File: src/logic/sctl_regs.vh
// register offsets, field positions, reset values and timing counts of the system control block
`ifndef SCTL_REGS_VH
`define SCTL_REGS_VH

// register byte offsets
`define SCTL_WDLOAD_OFF   8'h00
`define SCTL_WDCTL_OFF    8'h04
`define SCTL_WDSTAT_OFF   8'h08
`define SCTL_WDVAL_OFF    8'h0c
`define SCTL_LDOCTL_OFF   8'h10
`define SCTL_RESC_OFF     8'h14
`define SCTL_RCC_OFF      8'h18
`define SCTL_PGATE_OFF    8'h1c
`define SCTL_PLLSTAT_OFF  8'h20

// watchdog control bits
`define SCTL_WDCTL_INTEN  0
`define SCTL_WDCTL_RESEN  1

// reset cause bits
`define SCTL_RESC_WDT     0
`define SCTL_RESC_LDO     1

// regulator control fields
`define SCTL_LDO_TRIM_HI  3
`define SCTL_LDO_TRIM_LO  0
`define SCTL_LDO_RSTEN    8
`define SCTL_LDO_TRIM_MAX 4'ha

// run-mode clock register fields
`define SCTL_RCC_MOSCDIS  0
`define SCTL_RCC_IOSCDIS  1
`define SCTL_RCC_SRC_HI   5
`define SCTL_RCC_SRC_LO   4
`define SCTL_RCC_CRYSTAL_SELECT_HI  9
`define SCTL_RCC_CRYSTAL_SELECT_LO  6
`define SCTL_RCC_BYPASS   11
`define SCTL_RCC_PWRDN    13
`define SCTL_RCC_PWM_HI   19
`define SCTL_RCC_PWM_LO   17
`define SCTL_RCC_USEPWM   20
`define SCTL_RCC_SDIV_HI  26
`define SCTL_RCC_SDIV_LO  23
`define SCTL_RCC_SLP_HI   29
`define SCTL_RCC_SLP_LO   28
`define SCTL_RCC_RESET    32'h07802a40

// oscillator source codes
`define SCTL_SRC_MAIN     2'h0
`define SCTL_SRC_INT      2'h1
`define SCTL_SRC_INT4     2'h2

// timing counts
`define SCTL_PLL_READY    16'h1200
`define SCTL_RST_HOLD     8'h10
`define SCTL_ADC_DIV      4'hb
`define SCTL_WD_LOAD_RST  32'hffffffff
`endif

File: src/logic/sctl_core.v
// system clock source selection, divisors, watchdog and regulator resets with APB registers
// Notes on behaviour
// - watchdog interrupt first, reset second time-out
// - after first time-out reload from load value
// - reset only if interrupt uncleared and enabled
// - second time-out pulses internal reset, then releases
// - regulator fault sets flag and pulses reset
// - regulator reset disabled until software enables
// - trim field steps regulator 2.25 to 2.75
// - clock from main, internal, internal/4, PLL
// - source codes main 0, internal 1, quarter 2
// - skip bit picks oscillator, else PLL
// - system divider divides by field plus one, code 0 by two off the oscillator
// - low codes reserved with PLL; reset 0xF
// - ADC clock divided down to 16.67 MHz
// - PWM clock synchronous division of system clock
// - every peripheral has its own clock gate
// - clock register holds enables, divisors, crystal, sleep
// - crystal number passed to PLL setting with main source, else source code
// - 0x1200 main-osc count blocks unstable PLL
`timescale 1ns/100ps
`include "sctl_regs.vh"
module sctl_core #(
  parameter NPERIPH = 8
) (
  // clock and reset
  input  wire               clk,
  input  wire               rst,
  // APB slave
  input  wire               psel,
  input  wire               penable,
  input  wire               pwrite,
  input  wire [7:0]         paddr,
  input  wire [31:0]        pwdata,
  output wire               pready,
  output reg  [31:0]        prdata,
  output reg                pslverr,
  // oscillator and PLL clocks from the pins, sampled as levels
  input  wire               mainOscIn,
  input  wire               intOscIn,
  input  wire               pllClkIn,
  // regulator status and trim
  input  wire               regOutOfRange,
  output wire [3:0]         regulatorVoltageTrim,
  // PLL control
  output wire               pllPowerDown,
  output reg  [3:0]         pllRefSetting,
  output wire               pllReady,
  // clock enables and sleep source
  output wire               systemClockEn,
  output wire [NPERIPH-1:0] periphClockEn,
  output wire               adcClockEn,
  output wire               pwmClockEn,
  output wire [1:0]         sleepSource,
  // watchdog interrupt and internal reset
  output wire               wdtInterrupt,
  output wire               internalReset
);
  // register state, synchronisers and combinational helpers
  reg  [31:0]        wdLoad_reg;
  reg  [1:0]         wdCtl_reg;
  reg                wdFlag_reg;
  reg  [31:0]        wdCnt_reg;
  reg  [3:0]         ldoTrim_reg;
  reg                ldoRstEn_reg;
  reg  [1:0]         resCause_reg;
  reg  [31:0]        rcc_reg;
  reg  [NPERIPH-1:0] gate_reg;
  reg  [15:0]        pllCnt_reg;
  reg  [1:0]         srcSel_reg;
  reg                usePll_reg;
  reg  [7:0]         rstHold_reg;
  reg  [2:0]         mainSync_reg;
  reg  [2:0]         intSync_reg;
  reg  [2:0]         pllSync_reg;
  reg  [1:0]         faultSync_reg;
  reg                intQuarter_reg;
  reg  [1:0]         quarterCnt_reg;
  reg  [3:0]         trim_next;
  reg                srcTick;
  reg  [31:0]        rdData;
  reg                rdHit;

  // bus phases, clock register fields, source ticks and reset requests
  wire       setupPh   = psel & ~penable;
  wire       wrEn      = psel & penable & pwrite;
  wire [1:0] osc_source_select    = rcc_reg[`SCTL_RCC_SRC_HI:`SCTL_RCC_SRC_LO];
  wire [3:0] xtalSel   = rcc_reg[`SCTL_RCC_CRYSTAL_SELECT_HI:`SCTL_RCC_CRYSTAL_SELECT_LO];
  wire [3:0] sysDivSet = rcc_reg[`SCTL_RCC_SDIV_HI:`SCTL_RCC_SDIV_LO];
  wire [2:0] pwmDivSet = rcc_reg[`SCTL_RCC_PWM_HI:`SCTL_RCC_PWM_LO];
  wire       bypass    = rcc_reg[`SCTL_RCC_BYPASS];
  wire       mainTick  = mainSync_reg[1] & ~mainSync_reg[2] & ~rcc_reg[`SCTL_RCC_MOSCDIS];
  wire       intTick   = intSync_reg[1] & ~intSync_reg[2] & ~rcc_reg[`SCTL_RCC_IOSCDIS];
  wire       pllTick   = pllSync_reg[1] & ~pllSync_reg[2] & ~pllPowerDown;
  wire       wdZero    = (wdCnt_reg == 32'h00000000);
  wire       wdStep    = systemClockEn & wdCtl_reg[`SCTL_WDCTL_INTEN];
  wire       wdTimeout = wdStep & wdZero;
  wire       wdReset   = wdTimeout & wdFlag_reg & wdCtl_reg[`SCTL_WDCTL_RESEN];
  wire       ldoReset  = faultSync_reg[1] & ldoRstEn_reg;
  wire       sysWrap;
  wire [3:0] sysDivEff;
  wire       pwmTick;
  wire       wrRcc     = wrEn & (paddr == `SCTL_RCC_OFF);

  // two-flop samplers for every pin input; a third stage on the clock pins only feeds edge detection
  always @(posedge clk or posedge rst) begin
    if (rst) begin
      mainSync_reg  <= 3'h0;
      intSync_reg   <= 3'h0;
      pllSync_reg   <= 3'h0;
      faultSync_reg <= 2'h0;
    end else begin
      mainSync_reg  <= {mainSync_reg[1:0], mainOscIn};
      intSync_reg   <= {intSync_reg[1:0], intOscIn};
      pllSync_reg   <= {pllSync_reg[1:0], pllClkIn};
      faultSync_reg <= {faultSync_reg[0], regOutOfRange};
    end
  end

  // internal oscillator divided by four
  always @(posedge clk or posedge rst) begin
    if (rst) begin
      quarterCnt_reg <= 2'h0;
      intQuarter_reg <= 1'b0;
    end else begin
      intQuarter_reg <= 1'b0;
      if (intTick) begin
        quarterCnt_reg <= quarterCnt_reg + 2'h1;
        intQuarter_reg <= (quarterCnt_reg == 2'h3);
      end
    end
  end

  // PLL settling counter, run from main oscillator ticks
  always @(posedge clk or posedge rst) begin
    if (rst) begin
      pllCnt_reg <= `SCTL_PLL_READY;
    end else if (wrRcc && ((pwdata[`SCTL_RCC_CRYSTAL_SELECT_HI:`SCTL_RCC_CRYSTAL_SELECT_LO] != xtalSel) ||
                 (pllPowerDown && !pwdata[`SCTL_RCC_PWRDN]))) begin
      pllCnt_reg <= `SCTL_PLL_READY;
    end else if (mainTick && pllCnt_reg != 16'h0000) begin
      pllCnt_reg <= pllCnt_reg - 16'h0001;
    end
  end

  // PLL usable only once settled and powered; sleep source passes straight out
  assign pllReady     = (pllCnt_reg == 16'h0000) & ~pllPowerDown;
  assign pllPowerDown = rcc_reg[`SCTL_RCC_PWRDN];
  assign sleepSource  = rcc_reg[`SCTL_RCC_SLP_HI:`SCTL_RCC_SLP_LO];

  // crystal number to PLL reference setting with the main source, source code otherwise, refreshed on every change
  always @(posedge clk or posedge rst) begin
    if (rst) begin
      pllRefSetting <= 4'h0;
    end else if (osc_source_select == `SCTL_SRC_MAIN) begin
      pllRefSetting <= xtalSel;
    end else begin
      pllRefSetting <= {2'h0, osc_source_select};
    end
  end

  // active source: changed only when the divider sits at its period boundary
  always @(posedge clk or posedge rst) begin
    if (rst) begin
      srcSel_reg <= `SCTL_SRC_MAIN;
      usePll_reg <= 1'b0;
    end else if (sysWrap) begin
      srcSel_reg <= osc_source_select;
      usePll_reg <= ~bypass & pllReady;
    end
  end

  // source tick multiplexer
  always @* begin
    if (usePll_reg) begin
      srcTick = pllTick;
    end else begin
      case (srcSel_reg)
        `SCTL_SRC_MAIN: srcTick = mainTick;
        `SCTL_SRC_INT:  srcTick = intTick;
        `SCTL_SRC_INT4: srcTick = intQuarter_reg;
        default:        srcTick = mainTick;
      endcase
    end
  end

  // code zero still divides by two when the oscillator feeds the divider
  assign sysDivEff = (!usePll_reg && sysDivSet == 4'h0) ? 4'h1 : sysDivSet;

  // system clock divider
  sctl_tick_div #(.W(4)) system_divisor (
    .clk     (clk),
    .rst     (rst),
    .tickIn  (srcTick),
    .divisor (sysDivEff),
    .tickOut (systemClockEn),
    .wrap    (sysWrap)
  );

  // ADC clock from the PLL, fixed ratio
  sctl_tick_div #(.W(4)) adcDiv (
    .clk     (clk),
    .rst     (rst),
    .tickIn  (pllTick),
    .divisor (`SCTL_ADC_DIV),
    .tickOut (adcClockEn),
    .wrap    ()
  );

  // PWM clock as power-of-two division of the system clock
  sctl_tick_div #(.W(8)) pwm_clock_divisor (
    .clk     (clk),
    .rst     (rst),
    .tickIn  (systemClockEn),
    .divisor ((8'h02 << pwmDivSet) - 8'h01),
    .tickOut (pwmTick),
    .wrap    ()
  );

  // pwm enable follows its divider only while the use bit is set
  assign pwmClockEn    = rcc_reg[`SCTL_RCC_USEPWM] ? pwmTick : systemClockEn;
  assign periphClockEn = gate_reg & {NPERIPH{systemClockEn}};

  // watchdog counter and first time-out flag
  always @(posedge clk or posedge rst) begin
    if (rst) begin
      wdCnt_reg  <= `SCTL_WD_LOAD_RST;
      wdFlag_reg <= 1'b0;
    end else if (internalReset) begin
      wdCnt_reg  <= wdLoad_reg;
      wdFlag_reg <= 1'b0;
    end else begin
      if (wrEn && paddr == `SCTL_WDLOAD_OFF) begin
        wdCnt_reg <= pwdata;
      end else if (wdTimeout) begin
        wdCnt_reg <= wdLoad_reg;
      end else if (wdStep) begin
        wdCnt_reg <= wdCnt_reg - 32'h00000001;
      end
      // a time-out in the clearing cycle keeps the flag set
      if (wdTimeout) begin
        wdFlag_reg <= 1'b1;
      end else if (wrEn && paddr == `SCTL_WDSTAT_OFF && pwdata[0]) begin
        wdFlag_reg <= 1'b0;
      end
    end
  end

  // the first time-out flag is the interrupt line itself
  assign wdtInterrupt = wdFlag_reg;

  // internal reset stretch and reset cause flags
  always @(posedge clk or posedge rst) begin
    if (rst) begin
      rstHold_reg  <= 8'h00;
      resCause_reg <= 2'h0;
    end else begin
      if (wdReset || ldoReset) begin
        rstHold_reg <= `SCTL_RST_HOLD;
      end else if (rstHold_reg != 8'h00) begin
        rstHold_reg <= rstHold_reg - 8'h01;
      end
      resCause_reg[`SCTL_RESC_WDT] <= wdReset |
        (resCause_reg[`SCTL_RESC_WDT] & ~(wrEn && paddr == `SCTL_RESC_OFF &&
        pwdata[`SCTL_RESC_WDT]));
      resCause_reg[`SCTL_RESC_LDO] <= ldoReset |
        (resCause_reg[`SCTL_RESC_LDO] & ~(wrEn && paddr == `SCTL_RESC_OFF &&
        pwdata[`SCTL_RESC_LDO]));
    end
  end

  // core and peripherals stay in reset while the hold count runs
  assign internalReset = (rstHold_reg != 8'h00);

  // regulator trim written above the top step is held at the top step
  always @* begin
    trim_next = pwdata[`SCTL_LDO_TRIM_HI:`SCTL_LDO_TRIM_LO];
    if (trim_next > `SCTL_LDO_TRIM_MAX) begin
      trim_next = `SCTL_LDO_TRIM_MAX;
    end
  end

  // trim step code goes straight to the regulator
  assign regulatorVoltageTrim = ldoTrim_reg;

  // software-written registers
  always @(posedge clk or posedge rst) begin
    if (rst) begin
      wdLoad_reg   <= `SCTL_WD_LOAD_RST;
      wdCtl_reg    <= 2'h0;
      ldoTrim_reg  <= 4'h0;
      ldoRstEn_reg <= 1'b0;
      rcc_reg      <= `SCTL_RCC_RESET;
      gate_reg     <= {NPERIPH{1'b0}};
    end else if (wrEn) begin
      case (paddr)
        `SCTL_WDLOAD_OFF: wdLoad_reg <= pwdata;
        `SCTL_WDCTL_OFF:  wdCtl_reg <= pwdata[1:0];
        `SCTL_LDOCTL_OFF: begin
          ldoTrim_reg  <= trim_next;
          ldoRstEn_reg <= pwdata[`SCTL_LDO_RSTEN];
        end
        `SCTL_RCC_OFF:    rcc_reg <= pwdata;
        `SCTL_PGATE_OFF:  gate_reg <= pwdata[NPERIPH-1:0];
        default:          wdLoad_reg <= wdLoad_reg;
      endcase
    end
  end

  // read multiplexer and address decode
  always @* begin
    rdData = 32'h00000000;
    rdHit  = 1'b1;
    case (paddr)
      `SCTL_WDLOAD_OFF:  rdData = wdLoad_reg;
      `SCTL_WDCTL_OFF:   rdData = {30'h0, wdCtl_reg};
      `SCTL_WDSTAT_OFF:  rdData = {31'h0, wdFlag_reg};
      `SCTL_WDVAL_OFF:   rdData = wdCnt_reg;
      `SCTL_LDOCTL_OFF:  rdData = {23'h0, ldoRstEn_reg, 4'h0, ldoTrim_reg};
      `SCTL_RESC_OFF:    rdData = {30'h0, resCause_reg};
      `SCTL_RCC_OFF:     rdData = rcc_reg;
      `SCTL_PGATE_OFF:   rdData = {{(32-NPERIPH){1'b0}}, gate_reg};
      `SCTL_PLLSTAT_OFF: rdData = {usePll_reg, 15'h0, pllCnt_reg[14:0], pllReady};
      default:           rdHit  = 1'b0;
    endcase
  end

  // read data and error captured in the setup cycle, shown in the access cycle
  always @(posedge clk or posedge rst) begin
    if (rst) begin
      prdata  <= 32'h00000000;
      pslverr <= 1'b0;
    end else if (setupPh) begin
      prdata  <= pwrite ? 32'h00000000 : rdData;
      pslverr <= ~rdHit;
    end
  end

  // no wait states: every access phase completes at once
  assign pready = 1'b1;
endmodule

File: src/logic/sctl_tick_div.v
// tick divider: one output pulse for every divisor+1 input pulses
`timescale 1ns/100ps
module sctl_tick_div #(
  parameter W = 4
) (
  // clock and reset
  input  wire         clk,
  input  wire         rst,
  // tick in, divide setting, tick out
  input  wire         tickIn,
  input  wire [W-1:0] divisor,
  output wire         tickOut,
  output wire         wrap
);
  reg [W-1:0] cnt_reg;
  reg [W-1:0] div_reg;

  // setting taken only at a period boundary so no period is ever cut short
  always @(posedge clk or posedge rst) begin
    if (rst) begin
      cnt_reg <= {W{1'b1}}; // reset sits on a boundary so the first tick loads the live setting
      div_reg <= {W{1'b0}};
    end else if (tickIn) begin
      if (cnt_reg >= div_reg) begin
        cnt_reg <= {W{1'b0}};
        div_reg <= divisor;
      end else begin
        cnt_reg <= cnt_reg + {{(W-1){1'b0}}, 1'b1};
      end
    end
  end

  assign wrap    = (cnt_reg >= div_reg);
  assign tickOut = tickIn & wrap;
endmodule

File: config.mk
export PLATFORM = sky130hd
export DESIGN_NAME = sctl_core
export DESIGN_NICKNAME = d
export VERILOG_FILES = /design/src/logic/sctl_core.v /design/src/logic/sctl_tick_div.v
export VERILOG_INCLUDE_DIRS = /design/src /design/src/logic
export SDC_FILE = /design/constraint.sdc
export NUM_CORES = 1
export LEC_CHECK = 0
export ABC_AREA = 1
export BUFFER_PORTS_ARGS = -buffer_cell sky130_fd_sc_hd__buf_2
export CORE_UTILIZATION = 50
export CTS_CLUSTER_SIZE = 10
export DETAILED_ROUTE_END_ITERATION = 10
export HOLD_SLACK_MARGIN = 0.06
export PLACE_DENSITY_LB_ADDON = 0.08
export REMOVE_ABC_BUFFERS = 1
export SLEW_MARGIN = 20
export SYNTH_ARGS = -nofsm -noshare
export SYNTH_HDL_FRONTEND = slang
export SYNTH_SLANG_ARGS = --single-unit
File: constraint.sdc
create_clock -name clk -period 8.4 [get_ports clk]
set_input_delay 0.42 -clock clk [delete_from_list [all_inputs] [get_ports clk]]
set_output_delay 0.42 -clock clk [all_outputs]
set_load 0.05 [all_outputs]
======== After elaboration in Yosys (flattened, before gate mapping) ========
Cells that the tools add are included.
operators by class
  $add $sub $neg .......................... 8
  magnitude comparators ................... 4
  equality and inequality tests ........... 12
  shifts and indexed selects .............. 1
  muxes and demuxes ....................... 24
  bitwise gates (word level) .............. 36
  reduce and logical (&&, ||, !) cells .... 34
operators with widths
  kind                                                                  count
  32-bit case mux with 9 select lines                                   1
  32-bit two-way mux                                                    5
  8-bit by 5-bit == test with 1-bit output, second input constant       4
  32-bit logical NOT                                                    1
  16-bit two-way mux                                                    2
  32-bit by 1-bit subtractor with 32-bit output, second input constant  1
  8-bit two-way mux                                                     3
  1-bit bitwise AND                                                     22
  4-bit two-way mux                                                     5
  8-bit by 4-bit == test with 1-bit output, second input constant       2
  16-bit logical NOT                                                    1
  2-bit AND reduction                                                   8
  16-bit nonzero test                                                   1
  16-bit by 1-bit subtractor with 16-bit output, second input constant  1
  8-bit by 1-bit subtractor with 8-bit output, second input constant    2
  1-bit inverter                                                        11
  1-bit logical AND                                                     10
  9-bit OR reduction                                                    1
  4-bit by 1-bit adder with 4-bit output, second input constant         2
  8-bit by 1-bit adder with 8-bit output, second input constant         1
  8-bit bitwise AND                                                     1
  8-bit by 3-bit == test with 1-bit output, second input constant       1
  8-bit by 6-bit == test with 1-bit output, second input constant       1
  4-bit greater-or-equal comparator                                     2
  19 further kinds                                                      30
word-level totals
  register bits after elaboration ......... 221
  input port bits ......................... 49
  output and inout port bits .............. 59
  word-level logic and storage cells ...... 147

======== Longest topological paths before layout ========
  depth after elaboration ................. 12
  mapped depth ............................ 14
  depth with buffers taken out ............ 14

======== Hierarchy ========
Synthesis repeated with hierarchy kept, for this count alone.
unflattened totals
  cell total of the unflattened synthesis .. 1806
  area total of the unflattened synthesis .. 13050.0 sq um
by module, submodules not included
  module                             times used  cells each  area an instance (sq um)  seq. area each (sq um)
  sctl_core                          1           1566        11069.4                   4897.2
  sctl_tick_div (adcDiv ...)         2           56          496.7                     205.2
  sctl_tick_div (pwm_clock_divisor)  1           128         987.2                     410.4

======== Least setup slack after synthesis ========
No wires, ideal clock.
  kind .................................... register -> output
  start ................................... register system_divisor.cnt_reg[0]
  end ..................................... output pwmClockEn
  arrival time ............................ 2628 ps
  required time ........................... 7980 ps
  path slack .............................. 5352 ps
  stages on the path, launching flop included .. 8
  path buffers ............................ 1
  cells stage by stage .................... dfstp_2 > inv_1 > ha_1 > nand3_1 > nand3_1 > nand2_2 > clkbuf_1 > o21ai_0
between the ends
  cells in the longest elaborated chain, start to end .. 4
ends and longest elaborated chain
  what                                 RTL line            text
  start: declaration                   sctl_tick_div.v:15  reg [W-1:0] cnt_reg;
  start signal: assignment             sctl_tick_div.v:21  cnt_reg <= {W{1'b1}};
  start signal: assignment             sctl_tick_div.v:25  cnt_reg <= {W{1'b0}};
  start signal: assignment             sctl_tick_div.v:28  cnt_reg <= cnt_reg + {{(W-1){1'b0}}, 1'b1};
  4-bit greater-or-equal comparator *  sctl_tick_div.v:33  assign wrap = (cnt_reg >= div_reg);
  1-bit bitwise AND *                  sctl_tick_div.v:34  assign tickOut = tickIn & wrap;
  1-bit bitwise AND                    sctl_tick_div.v:34
  1-bit two-way mux *                  sctl_core.v:221     assign pwmClockEn = rcc_reg[`SCTL_RCC_USEPWM] ? pwmTick : systemClockEn;
  end: declaration                     sctl_core.v:53      output wire pwmClockEn,
Mark *: on every way between the ends. The rest lies on a longest branch, timed or not.

======== Worst setup path after layout ========
  start ................................... register system_divisor.cnt_reg[1]
  end ..................................... output pwmClockEn
The elaborated chain is that of the path after synthesis.

==> flow_metrics.tcl <==
set metrics [dict create \
    nets 1725 \
    avgSynthCellArea_um2 7.77 \
    grt_pass1_vias 10300 \
    rsz0062_at_grt "false" \
    firstDrtPassIters 5 \
    stdcell_area_um2 13700 \
    hp-start "pwdata[28]" \
    place.gp.congestion 0.957 \
    track_usage 0.293 \
    insertion_delay_ns 0.54 \
    antenna_left 0 \
    crit_required_ns 7.98 \
    drive_above_1_share 0.162 \
    setup_ws_ns 4.57 \
    synth_ff_type "dfrtp_1" \
    synthSimpleGateAreaFrac 0.248 \
    drc 0 \
    postCtsHoldBufs 5 \
    reg2regPathDepth 14 \
    ctsLongestPathBuffers 3 \
    rows 56 \
    post-cts-setup-buffers 0 \
    ios 108 \
    synth_area_um2 12100 \
    antenna_found_initial 1 \
    worstMarginPinSlew_ns 1.07 \
    endpoint_kind "primary output" \
    core_area_um2 23600 \
    fin_worst_skew_ns 0.0159 \
    ir_drop_uv 154 \
    relSlewSlack 0.282 \
    power_leakage_uw 0.00669 \
    die_area_um2 24900 \
    hold_path.class "primary input to flip-flop" \
    status "finished clean" \
    start_kind "flip-flop" \
    layout_common_cells "nand2_1 (364), inv_1 (180), o21ai_0 (174)" \
    synth-seq-cells 221 \
    area_delta_synth_final_pct 12.8 \
    synth_top_family_by_area "simple AND/OR/NAND/NOR gates" \
    hold_viol_final 0 \
    ff_latch_area_um2 5640 \
    wl_per_cell_um 17.6 \
    fp.dieH_um 158 \
    cp_max_fo 22 \
    synth_xor_area_frac 0.0325 \
    cts_made_buffers 26 \
    rrSetupSlack_ns 4.76 \
    whs_ns 0.0998 \
    grt-ovfl-total 0 \
    clkTransAtPathRegs_ns 0.06 \
    cts_root_buffer "clkbuf_16" \
    fill_cells 2282 \
    ys_seq_area_frac 0.466 \
    grt_max_degree 83 \
    r2r-start "rstHold_reg[0]$_DFFE_PP0P_" \
    yosysUniqueCellTypes 47 \
    post-route-min-period_ns 3.83 \
    synth_mux_area_frac 0.000929 \
    slew_violations 0 \
    cts_resized 0 \
    arrival_ns 3.41 \
    grt_pass1_wl_um 56300 \
    initial_core_util 0.513 \
    synth_edf_count 0 \
    setup_violations 0 \
    synth-compound-area-share 0.144 \
    synthAdderAreaFrac 0.0269 \
    yosysWarnings 0 \
    die_w_um 158 \
    drv_cap 0 \
    routed_wl_um 35100 \
    layout_commonest_cell "nand2_1" \
    timing.final.crit_share 0.456 \
    async_flop_share 1.00 \
    timing.fmax_ghz 0.261 \
    power_density_nw_per_um2 214 \
    dp_hpwl_um 24300 \
    io_buffers 106 \
    critical_path_class "flip-flop to primary output" \
    via_per_inst 5.47 \
    htreeDepth 1 \
    netlist_instances 1559 \
    placed_area_um2 12900 \
    multi_input_area_um2 5490 \
    cts_num_sinks 221 \
    cts_tree "done" \
    min_to "rcc_reg[28]$_DFFE_PP0P_" \
    place_ws_ns 4.89 \
    drt_iter0_markers 927 \
    diodes 0 \
    reg2reg_to "wdCnt_reg[12]$_DFFE_PP1P_" \
    vias 10900 \
    hold_depth 3 \
    finalSetupTns_ns 0 \
]
## area by class of cell
cell class | count | share of cell area
flip-flops and latches | 221 | 0.413
multi-input cells | 1088 | 0.401
clock buffers | 47 | 0.0556
inverters | 193 | 0.0535
repair buffers | 120 | 0.0474
well taps | 319 | 0.0292
## worst max path at each step
stage / startpoint / end / slack, ns / cells past startpoint
final: system_divisor.cnt_reg[1]$_DFFE_PP1N_ / pwmClockEn / 4.57 / 10
after global routing: system_divisor.cnt_reg[1]$_DFFE_PP1N_ / pwmClockEn / 4.36 / 10
after CTS: system_divisor.cnt_reg[1]$_DFFE_PP1N_ / pwmClockEn / 4.58 / 10
after detailed placement: rstHold_reg[0]$_DFFE_PP0P_ / wdCnt_reg[12]$_DFFE_PP1P_ / 4.89 / 14
after global placement: rstHold_reg[0]$_DFFE_PP0P_ / wdCnt_reg[9]$_DFFE_PP1P_ / 5.03 / 14
after floorplan: rst / adcDiv.div_reg[0]$_DFFE_PP0P_ / 2.08 / 1
## worst max-delay path, cell delays in order (launching register included)
cell	delay, ns
dfstp_2	0.55
ha_1	0.24
inv_1	0.06
nor2_1	0.03
o21ai_1	0.10
nand3_1	0.39
nand2_2	0.61
inv_2	0.21
nand2_1	0.31
o21ai_0	0.13
buf_2	0.23
## cells by family after synthesis
kind of cell,after synthesis
simple gates,694
compound gates,321
buf+inv,250
flops,221
xor+xnor,45
fa+ha+maj,26
other cells,1
mux,1
## metal layers
metal | vias to the layer above | GRT usage | share of wire
met4 | 0 | 0.0818 | 0.026
met2 | 362 | 0.455 | 0.44
met1 | 5190 | 0.424 | 0.47
met5 | - | 0 | 0
met3 | 56 | 0.0424 | 0.067
li1 | 5270 | - | -
## power breakdown
part	switching (uW)	internal [uW]	total, uW	leakage (uW)
combinational	409	190	599	0.00379
clock	433	603	1040	0.000362
sequential	83.8	1200	1280	0.00253
total	925	1990	2920	0.00669
## synth_stat cells (2+ instances only)
cell	number	share of area
nor2_2	2	0.0010
o21ai_0	174	0.072
nand3b_1	15	0.0093
dfstp_2	90	0.20
o22ai_1	32	0.017
nand4_1	18	0.0093
buf_1	3	0.00093
a31oi_1	4	0.0021
nor3_2	2	0.0017
a211oi_1	4	0.0025
or2_2	2	0.0010
buf_4	7	0.0043
dfrtp_1	131	0.27
xnor2_1	8	0.0058
ha_1	26	0.027
nand3_2	2	0.0017
xor2_1	37	0.027
a221oi_1	15	0.011
nand3_1	86	0.036
inv_2	8	0.0025
nor2_4	3	0.0028
nand2_1	364	0.11
o21ai_1	18	0.0074
clkbuf_1	28	0.0087
clkinv_1	4	0.0012
o21a_1	2	0.0012
inv_1	181	0.056
nor3_1	17	0.0070
nor2_1	168	0.052
a21oi_1	65	0.027
buf_2	18	0.0074
o31ai_1	3	0.0019
nand2_2	8	0.0041
## per-stage QoR
step | util | instances | total power [uW]
after floorplan | - | 1502 | 1720
after global placement | 0.545 | 1936 | 1880
after detailed placement | 0.545 | 1936 | 1890
after CTS | 0.579 | 1988 | 2940
after global routing | 0.579 | 1988 | 3070
final | 0.579 | 1988 | 2920
Note: power is estimated with default switching activity, not from simulation.
